## src/design/ebpwm_pkg.sv

```systemverilog
// Constants, modes and bus carriers of the enhanced bridge PWM.
// Assumes one 50 MHz system clock and an AXI4-Lite master.
`default_nettype none
package ebpwm_pkg;
   localparam int unsigned CLK_MHZ = 50;
   // Register byte offsets
   localparam logic [5:0] OFS_CTRL   = 6'h00;
   localparam logic [5:0] OFS_DUTY   = 6'h04;
   localparam logic [5:0] OFS_PERIOD = 6'h08;
   localparam logic [5:0] OFS_TCTRL  = 6'h0C;
   localparam logic [5:0] OFS_DEAD   = 6'h10;
   localparam logic [5:0] OFS_STATUS = 6'h14;
   localparam logic [5:0] OFS_SHADOW = 6'h18;
   localparam logic [5:0] OFS_COUNT  = 6'h1C;
   localparam logic [5:0] OFS_PINDIR = 6'h20;
   // Reset values
   localparam logic [7:0] RST_CTRL   = 8'h00;
   localparam logic [7:0] RST_DUTY   = 8'h00;
   localparam logic [7:0] RST_PERIOD = 8'hFF;
   localparam logic [2:0] RST_TCTRL  = 3'h0;
   localparam logic [6:0] RST_DEAD   = 7'h00;
   localparam logic [3:0] RST_PINDIR = 4'hF;
   // Field positions
   localparam int unsigned CTRL_MODE_LSB = 6;
   localparam int unsigned CTRL_DLOW_LSB = 4;
   localparam int unsigned CTRL_PSEL_LSB = 2;
   localparam int unsigned TCTRL_RUN_BIT = 2;
   localparam int unsigned STAT_OVF_BIT  = 0;
   localparam logic [1:0]  PWM_SEL       = 2'h3;
   // Timing counts and bus response codes
   localparam logic [3:0] PRESC_1  = 4'h0;
   localparam logic [3:0] PRESC_4  = 4'h3;
   localparam logic [3:0] PRESC_16 = 4'hF;
   localparam logic [8:0] DIR_LEAD = 9'h004;
   localparam int unsigned CLK_PER_INSTR_LOG2 = 2;
   localparam logic [1:0] RESP_OKAY   = 2'h0;
   localparam logic [1:0] RESP_SLVERR = 2'h2;

   typedef enum logic [1:0] {
      MODE_SINGLE = 2'h0,
      MODE_FWD    = 2'h1,
      MODE_HALF   = 2'h2,
      MODE_REV    = 2'h3
   } ebpwmMode_t;

   typedef struct packed {
      logic        awvalid;
      logic [31:0] awaddr;
      logic        wvalid;
      logic [31:0] wdata;
      logic [3:0]  wstrb;
      logic        bready;
      logic        arvalid;
      logic [31:0] araddr;
      logic        rready;
   } ebpwmAxiReq_t;

   typedef struct packed {
      logic        awready;
      logic        wready;
      logic        bvalid;
      logic [1:0]  bresp;
      logic        arready;
      logic        rvalid;
      logic [31:0] rdata;
      logic [1:0]  rresp;
   } ebpwmAxiRsp_t;
endpackage
`default_nettype wire

```

## src/design/ebpwm_top.sv

```systemverilog
// Enhanced bridge PWM: timebase, duty compare, dead band, bridge steering.
// Assumes an AXI4-Lite master on the same clock and an external pad per pin.
//
// The implementer's own choices: the AXI4-Lite register port and the placing of the registers.
`default_nettype none
module ebpwm_top
   import ebpwm_pkg::*;
(
   input  wire logic         clock,
   input  wire logic         nrst,
   input  wire ebpwmAxiReq_t axiReq,
   output var  ebpwmAxiRsp_t axiRsp,
   input  wire logic         sleepReq,
   output var  logic [3:0]   pinOut,
   output var  logic [3:0]   pinOe
);
   // Software-visible state
   logic [7:0]   ctrl_q, ctrl_d;
   logic [7:0]   dutyHi_q, dutyHi_d;
   logic [7:0]   period_q, period_d;
   logic [2:0]   tctrl_q, tctrl_d;
   logic [6:0]   dead_q, dead_d;
   logic [3:0]   pinDir_q, pinDir_d;
   logic         ovf_q, ovf_d;
   logic         awHeld_q, awHeld_d;
   logic         wHeld_q, wHeld_d;
   logic [31:0]  awAddr_q, awAddr_d;
   logic [7:0]   wData_q, wData_d;
   logic         wLane_q, wLane_d;
   ebpwmAxiRsp_t rsp_q, rsp_d;
   // Engine state
   logic [7:0]   count_q, count_d;
   logic [1:0]   fine_q, fine_d;
   logic [3:0]   psc_q, psc_d;
   logic [9:0]   shadow_q, shadow_d;
   logic         raw_q, raw_d;
   logic         armed_q, armed_d;
   logic         dir_q, dir_d;
   logic         chg_q, chg_d;
   logic [1:0][8:0] db_q, db_d;
   logic [1:0]   dbOut_q, dbOut_d;
   logic [3:0]   pinOut_q, pinOut_d;
   logic [3:0]   pinOe_q, pinOe_d;

   logic         pwmOn, fullBr, dirReq, run, subTick, wrap, swapTrig;
   logic [3:0]   pscLimit, act, used, inact;
   logic [9:0]   tb, dutyCat;
   logic [8:0]   dbLimit;
   ebpwmMode_t   mode;

   assign mode    = ebpwmMode_t'(ctrl_q[CTRL_MODE_LSB +: 2]);
   assign pwmOn   = ctrl_q[CTRL_PSEL_LSB +: 2] == PWM_SEL;
   assign fullBr  = mode[0];
   assign dirReq  = mode[1];
   assign dutyCat = {dutyHi_q, ctrl_q[CTRL_DLOW_LSB +: 2]};
   assign tb      = {count_q, fine_q};
   assign dbLimit = {dead_q, 2'b00};
   // Inactive level per pin: A/C follow bit 1, B/D bit 0
   assign inact   = {ctrl_q[0], ctrl_q[1], ctrl_q[0], ctrl_q[1]};
   assign run     = tctrl_q[TCTRL_RUN_BIT] & ~sleepReq;

   // Prescaler counts raw system clocks, so PWM rate scales with it
   always_comb begin
      case (tctrl_q[1:0])
         2'h0:    pscLimit = PRESC_1;
         2'h1:    pscLimit = PRESC_4;
         default: pscLimit = PRESC_16;
      endcase
   end

   assign subTick  = run && (psc_q == pscLimit);
   assign wrap     = subTick && (fine_q == 2'h3) && (count_q == period_q);
   // Fires as the count steps into the last four counts of the period
   assign swapTrig = subTick && (fine_q == 2'h3) && fullBr && armed_q && !chg_q
                     && (dirReq != dir_q)
                     && ({1'b0, count_q} + 9'h001 + DIR_LEAD == {1'b0, period_q} + 9'h001);

   // Timebase, duty and direction engine
   always_comb begin
      count_d  = count_q;
      fine_d   = fine_q;
      psc_d    = psc_q;
      shadow_d = shadow_q;
      raw_d    = raw_q;
      armed_d  = armed_q;
      dir_d    = dir_q;
      chg_d    = chg_q;
      if (run) begin
         psc_d = subTick ? 4'h0 : psc_q + 4'h1;
      end
      if (subTick) begin
         fine_d = fine_q + 2'h1;
         if (fine_q == 2'h3) begin
            count_d = count_q + 8'h01;
         end
      end
      if (wrap) begin
         count_d  = 8'h00;
         shadow_d = dutyCat;
         raw_d    = dutyCat != 10'h000;
         chg_d    = 1'b0;
         armed_d  = 1'b1;
         // Short periods have no room for the early swap
         if (!armed_q || period_q < DIR_LEAD[7:0]) begin
            dir_d = dirReq;
         end
      end else if (!sleepReq && {count_d, fine_d} == shadow_q) begin
         // Next timebase compared, so the pin is already off while the match stands
         // Duty past the period never matches, so the pin holds
         raw_d = 1'b0;
      end
      if (swapTrig) begin
         chg_d = 1'b1;
         dir_d = dirReq;
      end
      if (!pwmOn) begin
         armed_d = 1'b0;
         chg_d   = 1'b0;
      end
   end

   // Dead band per half-bridge output (A and B), delays only the rising edge
   for (genvar i = 0; i < 2; i++) begin : gDead
      logic src;
      assign src = (i == 0) ? raw_q : ~raw_q;
      always_comb begin
         db_d[i]    = db_q[i];
         dbOut_d[i] = dbOut_q[i];
         if (!sleepReq) begin
            if (!src) begin
               db_d[i]    = 9'h000;
               dbOut_d[i] = 1'b0;
            end else if (db_q[i] == dbLimit) begin
               dbOut_d[i] = 1'b1;
            end else begin
               db_d[i] = db_q[i] + 9'h001;
            end
         end
      end
   end

   // Pin steering per mode
   always_comb begin
      act  = 4'h0;
      used = 4'hF;
      case (mode)
         MODE_SINGLE: begin
            act  = {3'h0, raw_q};
            used = 4'h1;
         end
         MODE_HALF: begin
            act  = {2'h0, dbOut_q};
            used = 4'h3;
         end
         default: begin
            // No dead band here, one leg switches at a time
            if (!dir_q) begin
               act = {raw_q & ~chg_q, 3'h1};
            end else begin
               act = {1'b0, 1'b1, raw_q & ~chg_q, 1'b0};
            end
         end
      endcase
      if (!armed_q) begin
         act = 4'h0;
      end
      pinOut_d = pinOut_q;
      pinOe_d  = pinOe_q;
      if (!sleepReq) begin
         pinOut_d = pwmOn ? (act ^ inact) : 4'h0;
         pinOe_d  = pwmOn ? (used & ~pinDir_q) : 4'h0;
      end
   end

   // Read mux; anything outside the map answers SLVERR
   function automatic logic [32:0] regRead(input logic [31:0] a);
      logic [31:0] v;
      logic        err;
      v   = 32'h0000_0000;
      err = 1'b0;
      if (a[31:6] != 26'h0) begin
         err = 1'b1;
      end else begin
         case (a[5:0])
            OFS_CTRL:   v[7:0]  = ctrl_q;
            OFS_DUTY:   v[7:0]  = dutyHi_q;
            OFS_PERIOD: v[7:0]  = period_q;
            OFS_TCTRL:  v[2:0]  = tctrl_q;
            OFS_DEAD:   v[6:0]  = dead_q;
            OFS_STATUS: v[0]    = ovf_q;
            OFS_SHADOW: v[9:0]  = shadow_q;
            OFS_COUNT:  v[7:0]  = count_q;
            OFS_PINDIR: v[3:0]  = pinDir_q;
            default:    err     = 1'b1;
         endcase
      end
      return {err, v};
   endfunction

   // AXI4-Lite slave and register writes
   always_comb begin
      logic [32:0] rd;
      logic        doWr;
      logic        ovfClr;
      rd       = regRead(axiReq.araddr);
      doWr     = awHeld_q && wHeld_q && !rsp_q.bvalid;
      ovfClr   = 1'b0;
      ctrl_d   = ctrl_q;
      dutyHi_d = dutyHi_q;
      period_d = period_q;
      tctrl_d  = tctrl_q;
      dead_d   = dead_q;
      pinDir_d = pinDir_q;
      awHeld_d = awHeld_q;
      wHeld_d  = wHeld_q;
      awAddr_d = awAddr_q;
      wData_d  = wData_q;
      wLane_d  = wLane_q;
      rsp_d    = rsp_q;
      if (axiReq.awvalid && rsp_q.awready) begin
         awHeld_d = 1'b1;
         awAddr_d = axiReq.awaddr;
      end
      if (axiReq.wvalid && rsp_q.wready) begin
         wHeld_d = 1'b1;
         wData_d = axiReq.wdata[7:0];
         wLane_d = axiReq.wstrb[0];
      end
      if (rsp_q.bvalid && axiReq.bready) begin
         rsp_d.bvalid = 1'b0;
      end
      if (doWr) begin
         awHeld_d     = 1'b0;
         wHeld_d      = 1'b0;
         rsp_d.bvalid = 1'b1;
         rsp_d.bresp  = RESP_OKAY;
         if (awAddr_q[31:6] != 26'h0) begin
            rsp_d.bresp = RESP_SLVERR;
         end else if (wLane_q) begin
            case (awAddr_q[5:0])
               OFS_CTRL:   ctrl_d   = wData_q;
               OFS_DUTY:   dutyHi_d = wData_q;
               OFS_PERIOD: period_d = wData_q;
               OFS_TCTRL:  tctrl_d  = wData_q[2:0];
               OFS_DEAD:   dead_d   = wData_q[6:0];
               OFS_STATUS: ovfClr   = wData_q[STAT_OVF_BIT];
               OFS_PINDIR: pinDir_d = wData_q[3:0];
               OFS_SHADOW, OFS_COUNT: ;
               default:    rsp_d.bresp = RESP_SLVERR;
            endcase
         end
      end
      // A new period's flag beats a clear in the same cycle
      ovf_d = wrap | (ovf_q & ~ovfClr);
      rsp_d.awready = !awHeld_d;
      rsp_d.wready  = !wHeld_d;
      if (rsp_q.rvalid && axiReq.rready) begin
         rsp_d.rvalid = 1'b0;
      end
      if (axiReq.arvalid && rsp_q.arready) begin
         rsp_d.rvalid = 1'b1;
         rsp_d.rdata  = rd[31:0];
         rsp_d.rresp  = rd[32] ? RESP_SLVERR : RESP_OKAY;
      end
      rsp_d.arready = !rsp_d.rvalid;
   end

   always_ff @(posedge clock) begin
      if (!nrst) begin
         ctrl_q   <= RST_CTRL;
         dutyHi_q <= RST_DUTY;
         period_q <= RST_PERIOD;
         tctrl_q  <= RST_TCTRL;
         dead_q   <= RST_DEAD;
         pinDir_q <= RST_PINDIR;
         ovf_q    <= 1'b0;
         awHeld_q <= 1'b0;
         wHeld_q  <= 1'b0;
         awAddr_q <= 32'h0000_0000;
         wData_q  <= 8'h00;
         wLane_q  <= 1'b0;
         rsp_q    <= '0;
         count_q  <= 8'h00;
         fine_q   <= 2'h0;
         psc_q    <= 4'h0;
         shadow_q <= 10'h000;
         raw_q    <= 1'b0;
         armed_q  <= 1'b0;
         dir_q    <= 1'b0;
         chg_q    <= 1'b0;
         db_q     <= '0;
         dbOut_q  <= 2'h0;
         pinOut_q <= 4'h0;
         pinOe_q  <= 4'h0;
      end else begin
         ctrl_q   <= ctrl_d;
         dutyHi_q <= dutyHi_d;
         period_q <= period_d;
         tctrl_q  <= tctrl_d;
         dead_q   <= dead_d;
         pinDir_q <= pinDir_d;
         ovf_q    <= ovf_d;
         awHeld_q <= awHeld_d;
         wHeld_q  <= wHeld_d;
         awAddr_q <= awAddr_d;
         wData_q  <= wData_d;
         wLane_q  <= wLane_d;
         rsp_q    <= rsp_d;
         count_q  <= count_d;
         fine_q   <= fine_d;
         psc_q    <= psc_d;
         shadow_q <= shadow_d;
         raw_q    <= raw_d;
         armed_q  <= armed_d;
         dir_q    <= dir_d;
         chg_q    <= chg_d;
         db_q     <= db_d;
         dbOut_q  <= dbOut_d;
         pinOut_q <= pinOut_d;
         pinOe_q  <= pinOe_d;
      end
   end

   assign axiRsp = rsp_q;
   assign pinOut = pinOut_q;
   assign pinOe  = pinOe_q;
endmodule // ebpwm_top
`default_nettype wire
```

## config.mk

```make
export PLATFORM = sky130hd
export DESIGN_NAME = ebpwm_top
export DESIGN_NICKNAME = d
export VERILOG_FILES = /design/src/design/ebpwm_pkg.sv /design/src/design/ebpwm_top.sv
export SDC_FILE = /design/constraint.sdc
export NUM_CORES = 1
export LEC_CHECK = 0
export BUFFER_PORTS_ARGS = -buffer_cell sky130_fd_sc_hd__clkbuf_2
export CORE_ASPECT_RATIO = 0.5
export CORE_UTILIZATION = 59
export DETAILED_ROUTE_END_ITERATION = 12
export PLACE_DENSITY = 0.85
export SYNTH_ARGS = -nofsm -noshare
export SYNTH_HDL_FRONTEND = slang
export SYNTH_SLANG_ARGS = --single-unit
```

## constraint.sdc

```tcl
create_clock -name clock -period 7.1 [get_ports clock]
set_clock_uncertainty 0.15 [all_clocks]
set_input_delay 0.355 -clock clock [delete_from_list [all_inputs] [get_ports clock]]
set_output_delay 0.355 -clock clock [all_outputs]
set_load 0.005 [all_outputs]
```

==> impl_metrics.ini, run 1 <==
[timing]
tns_ns = 0
rsz0062_at_grt = false
finalMaxSlewViolations = 0
slew_headroom = 0.256
fmax_mhz = 306
final.min_clock_period_ns = 3.27
timing.final.crit_share = 0.460
setup_viol = 0
worstMarginPinSlew_ns = 1.11
setup_ws_ns = 3.83
final_hold_viol_count = 0
whs_ns = 0.00147

[min_path]
hold_end = awAddr_q[10]
worstHoldPathType = primary input to flop
hold_depth = 3
hold_start = axiReq[82]

[global_route]
grt_usage = 0.320
grt_pass1_wl_mm = 33.1
grt_max_degree = 82
first_global_vias = 6628
antenna_found_initial = 0
grt-ovfl-total = 0

[cts]
tritoncts = built
insertion_delay_ns = 0.44
cts_sinks = 155
cts.htree.levels = 4
numCtsBuffers = 17
clockBufferDepth = 2
clk_pin_slew_ns = 0.08
cts_resized = 0
cts-root-buf = clkbuf_16

[job]
max-cap-violations = 0

[routing]
drt_wl_total_mm = 21.1
viasPerCell = 6.02
first_pass_iters = 6
wl_per_cell_um = 17.4
num_vias = 7298
drt-initial-drc-count = 657
antenna_left = 0
drc = 0

[worst_setup_path]
worstSetupEndpointType = flop
r2r_slack_ns = 3.83
r2r-start = count_q[2]
cp.arrival_ns = 3.41
crit_type = flop to flop
cp.required_ns = 7.25
timing.rr.end = count_q[1]
crit_path_start_kind = flop
crit_fanout = 17
rr_worst_depth = 6

[logic_synthesis]
ys.flop_type = dfxtp_1
synth_edf_count = 0
synth_top_family_by_area = simple AND/OR/NAND/NOR gates
synth_compound_gate_area_share = 0.143
synth-simple-area-share = 0.234
synth.top_cell.area_share = 0.407
synth_warnings = 0
async_flop_share = 0
synthCells = 923
synth_mux_area_frac = 0.0738
yosysMostFrequentCell = dfxtp_1
synthesis.area_um2 = 7630
synth.area.top_cells = dfxtp_1, mux2i_1, nand2_1
yosysUniqueCellTypes = 64
synthAdderAreaFrac = 0.0131
synth_seq_cells = 155
ys_top_cells_by_count = dfxtp_1, nand2_1, nor2_1
seq_area_frac_synth = 0.407
synth_xor_area_frac = 0.0746
synth.avg_cell_area_um2 = 8.27
yosys.area.top_type = dfxtp_1

[pwr]
peakVddDrop_uv = 129
clkPwrFrac = 0.476
p_sw_frac = 0.271
power_switching_w = 0.000527
power.leakage_nw = 3.86
internal_power_w = 0.00142
power_density_nw_per_um2 = 215
pwr-share-comb = 0.061
p_seq_frac = 0.463

[cells_and_area]
nets = 1150
final_util = 0.742
antenna_cells = 0
syn2layout_area_growth_pct = 18.6
final_area_um2 = 9050
drive_gt1_frac = 0.142

[outcome]
outcome = complete, no violations

[floorplanning]
die-width_um = 163
io_pins = 157
core_um2 = 12200
die-height_um = 82.4
rows = 28
initial_utilization = 0.626
dieArea_um2 = 13400

[place]
place_area_um2 = 8090
dp_hpwl_mm = 13.8
pre_cts_ws_ns = 3.67
portBuffers = 105
gp_congestion = 0.996
logic make-up after synthesis:
family | count (synthesis)
flops | 155
compound gates | 169
fa+ha+maj | 8
xor+xnor | 65
mux | 56
other cells | 1
simple gates | 385
buf+inv | 84
power by group through the flow:
| stage | clock network [W] | logic, W | registers, W |
|---|---|---|---|
| after floorplan | 0 | 0.0000707 | 0.000914 |
| after global placement | 0 | 0.0000961 | 0.000918 |
| after detailed placement | 0 | 0.0000985 | 0.000918 |
| after CTS | 0.000927 | 0.000114 | 0.000898 |
| after global routing | 0.000965 | 0.000130 | 0.000901 |
| final | 0.000925 | 0.000118 | 0.000899 |
through the flow:
| step | power (W) | cells |
|---|---|---|
| 5_1_grt | 0.00200 | 1212 |
| 3_5_place_dp | 0.00102 | 1146 |
| 6_report | 0.00194 | 1212 |
| 4_1_cts | 0.00194 | 1212 |
| 3_3_place_gp | 0.00101 | 1146 |
| 2_1_floorplan | 0.000984 | 946 |
worst max-delay path, stage by stage, from the launching register on:
cell,delay [ns]
dfxtp_1,0.70
xnor2_1,0.19
nand4_1,0.11
nor4_1,0.44
nand3_1,0.81
nand2_1,0.61
nor2_1,0.11
layout make-up:
class                           instances  area (um2)
Clock buffer                           17         425
Clock inverter                         15         193
Fill cell                             882        3140
Inverter                               13        50.0
Multi-Input combinational cell        707        4200
Sequential cell                       155        3100
Tap cell                              165         206
Timing Repair Buffer                  140         873
cells in the final DEF (no fill, tap or decap), drive strengths merged, types with 6 or more instances in the layout:
| cell type | instances |
|---|---|
| nand3b | 6 |
| inv | 19 |
| xor2 | 29 |
| xnor2 | 36 |
| o21ai | 21 |
| nor4 | 18 |
| and3 | 16 |
| a22oi | 28 |
| nor3 | 16 |
| nand2 | 141 |
| nor2b | 6 |
| ha | 8 |
| conb | 24 |
| clkinv | 8 |
| nand3 | 26 |
| nor2 | 111 |
| and2 | 6 |
| nand4 | 13 |
| dlygate4sd3 | 34 |
| mux2i | 54 |
| dfxtp | 155 |
| nand2b | 6 |
| a21oi | 71 |
| clkbuf | 122 |
state kept, by name, summed over array words and instances (netlist names), 7 cells and up:
name,count
axiRsp,17
count_q,8
period_q,8
dutyHi_q,8
db_q,18
dead_q,7
wData_q,8
shadow_q,10
ctrl_q,8
awAddr_q,32
per-layer routing:
metal	wire, um	track usage	share of wire
met1	8900	0.406	0.42
met2	9660	0.528	0.46
met3	1880	0.0724	0.089
met4	703	0.146	0.033
met5	0	0	0
what timing repair did:
action	in CTS	in global routing
endpoints found under the hold margin	34	0
hold buffers	34	0
setup buffers	0	0
how the worst max path moves through the flow:
stage                            start     endpoint  slack [ns]  cells past startpoint
after global routing        count_q[4]   count_q[1]        3.71                      6
after global placement        sleepReq   count_q[7]        3.77                      6
after floorplan           awAddr_q[28]  period_q[1]        4.56                      7
after detailed placement      sleepReq   count_q[5]        3.67                      6
final                       count_q[2]   count_q[1]        3.83                      6
after CTS                   count_q[4]   count_q[1]        3.92                      6
No activity file was read; power rests on OpenSTA's default activity.
==> run 2, diff against run 1 <==
--- a/config.mk
+++ b/config.mk
@@ -5,11 +5,12 @@
 export SDC_FILE = /design/constraint.sdc
 export NUM_CORES = 1
 export LEC_CHECK = 0
+export ABC_AREA = 1
 export BUFFER_PORTS_ARGS = -buffer_cell sky130_fd_sc_hd__clkbuf_2
 export CORE_ASPECT_RATIO = 0.5
-export CORE_UTILIZATION = 59
+export CORE_UTILIZATION = 50
 export DETAILED_ROUTE_END_ITERATION = 12
-export PLACE_DENSITY = 0.85
+export PLACE_DENSITY = 0.76
 export SYNTH_ARGS = -nofsm -noshare
 export SYNTH_HDL_FRONTEND = slang
 export SYNTH_SLANG_ARGS = --single-unit
==> constraint.sdc (replaced) <==
create_clock -name clock -period 3 [get_ports clock]
set_clock_uncertainty 0.15 [all_clocks]
set_input_delay 0.15 -clock clock [delete_from_list [all_inputs] [get_ports clock]]
set_output_delay 0.15 -clock clock [all_outputs]
set_load 0.005 [all_outputs]
==> run 2 against run 1 <==
- hold slack gained 0.019 ns
- first-iteration DRC count grew 1.5%
- routed wire length grew 9.0%
- total power grew 140%
==> impl_metrics.ini, run 2 <==
[logic_synthesis]
async_flop_share = 0
synth_seq_cells = 155
synth.area.top_cells = dfxtp_1, nand2_1, nor2_1
ys.flop_type = dfxtp_1
synth_edf_count = 0
yosys.area.top_type = dfxtp_1
yosysMostFrequentCell = nand2_1
ys_top_cells_by_count = nand2_1, nor2_1, dfxtp_1
synthCells = 1171
synth.top_cell.area_share = 0.388
yosysUniqueCellTypes = 46
synth_warnings = 0
synthesis.area_um2 = 8000
seq_area_frac_synth = 0.388
synth.avg_cell_area_um2 = 6.83

[pwr]
p_sw_frac = 0.274
power.leakage_nw = 4.04
internal_power_w = 0.00338
peakVddDrop_uv = 405
p_seq_frac = 0.463
power_density_nw_per_um2 = 484
power_switching_w = 0.00127
finalPower_w = 0.00465
clkPwrFrac = 0.464
pwr-share-comb = 0.072

[cells_and_area]
final_util = 0.620
antenna_cells = 0
nets = 1423
final_common_cell = nand2_1
mostFrequentLayoutCells = nand2_1, nor2_1, dfxtp_1, inv_1, clkbuf_2
largest_reg_flops = 32
syn2layout_area_growth_pct = 20.2
regMostFlops = awAddr_q
drive_gt1_frac = 0.133
fin_cells = 1524

[routing]
num_vias = 8269
drt_wl_total_mm = 23.0
drc = 0
antenna_left = 0
wl_per_cell_um = 15.1
drt-initial-drc-count = 667
viasPerCell = 5.43
first_pass_iters = 5

[worst_setup_path]
crit_chain = dlygate4sd3_1, clkbuf_2, nor2_4, nand2_2, nor2_4, nand2_2, nor2_1, nand2_1, inv_1, o21ai_1, nand2_1, nand2_1, nand2_1, nor2_1
rr_worst_depth = 13
cp.arrival_ns = 2.71
crit_slowest_cell = dlygate4sd3_1
crit_type = primary input to flop
worstSetupEndpointType = flop
slowest_delay_ns = 0.54
crit_fanout = 15
r2r_slack_ns = 0.47
cp.required_ns = 3.18
cp_common_cell = nand2_1
timing.rr.end = dir_q
r2r-start = tctrl_q[2]
crit_path_start_kind = primary input

[timing]
rsz0062_at_grt = false
slew_headroom = 0.430
final_hold_viol_count = 0
fmax_mhz = 395
timing.final.crit_share = 0.844
setup_viol = 0
worstMarginPinSlew_ns = 0.853
finalMaxSlewViolations = 0
final.min_clock_period_ns = 2.53
tns_ns = 0

[floorplanning]
core_um2 = 15500
io_pins = 157
dieArea_um2 = 16500
rows = 32
initial_utilization = 0.516
die-height_um = 91.4
die-width_um = 181

[global_route]
antenna_found_initial = 0
first_global_vias = 7668
grt_max_degree = 37
grt-ovfl-total = 0
grt_pass1_wl_mm = 37.5
grt_usage = 0.285

[place]
numPlacedInstances = 1448
dp_hpwl_mm = 16.6
portBuffers = 105
gp_congestion = 0.967

[min_path]
hold_start = axiReq[19]
hold_depth = 6
worstHoldPathType = primary input to flop
hold_end = axiRsp[10]

[cts]
cts.htree.levels = 4
clockBufferDepth = 2
numCtsBuffers = 17
insertion_delay_ns = 0.43
clk_pin_slew_ns = 0.07
cts-root-buf = clkbuf_16
cts_setup_buffers = 0
tritoncts = built
cts_sinks = 155

[job]
max-cap-violations = 0

[outcome]
outcome = complete, no violations
run 2: repair_timing:
item                                   CTS  global route
hold buffers                            44             0
gates resized for setup                  0             0
endpoints found under the hold margin   47             0
run 2: layer usage:
metal | part of all wire | wire [um] | track usage
met5 | 0 | 0 | 0
met4 | 0.021 | 482 | 0.0997
met3 | 0.079 | 1810 | 0.0674
met2 | 0.46 | 10500 | 0.473
met1 | 0.44 | 10200 | 0.361
run 2: power groups by stage:
stage          clock network [W]  logic (W)  registers, W
2_1_floorplan                  0   0.000202       0.00218
3_3_place_gp                   0   0.000276       0.00220
3_5_place_dp                   0   0.000283       0.00220
4_1_cts                  0.00217   0.000328       0.00215
5_1_grt                  0.00225   0.000377       0.00216
6_report                 0.00216   0.000337       0.00216
run 2: through the flow:
stage | cell area [um2] | worst slack, ns | hold slack [ns]
final | 9610 | 0.467 | 0.0203
after global placement | 8580 | 0.575 | 0.252
after global routing | 9610 | 0.247 | 0.0591
after CTS | 9610 | 0.512 | 0.00517
after floorplan | 8080 | 1.23 | 0.163
after detailed placement | 8580 | 0.531 | 0.261
run 2: cell type report:
| cell class | instances | area (um2) |
|---|---|---|
| Clock buffer | 17 | 425 |
| Clock inverter | 15 | 168 |
| Fill cell | 1389 | 5890 |
| Inverter | 120 | 450 |
| Multi-Input combinational cell | 855 | 4170 |
| Sequential cell | 155 | 3100 |
| Tap cell | 204 | 255 |
| Timing Repair Buffer | 158 | 1030 |
run 2: how the worst max path moves through the flow:
| stage | start | endpoint | slack [ns] |
|---|---|---|---|
| 2_1_floorplan | tctrl_q[2] | gDead[0].src | 1.23 |
| 3_3_place_gp | tctrl_q[2] | dir_q | 0.58 |
| 3_5_place_dp | tctrl_q[2] | dir_q | 0.53 |
| 4_1_cts | tctrl_q[2] | dir_q | 0.51 |
| 5_1_grt | tctrl_q[2] | dir_q | 0.25 |
| 6_report | sleepReq | dir_q | 0.47 |
run 2: cells by family after synthesis:
kind of cell    Yosys count  synth area share
compound gates          202             0.140
xor+xnor                 36            0.0394
buf+inv                 184             0.101
other cells               1          0.000469
simple gates            585             0.319
flops                   155             0.388
fa+ha+maj                 8            0.0125
run 2: worst max-delay path: cells and delay by family:
kind | cells | cell delay, ns
AND/OR/NAND/NOR | 10 | 1.51
AO/OA/AOI/OAI | 1 | 0.10
buffers and inverters | 3 | 0.94
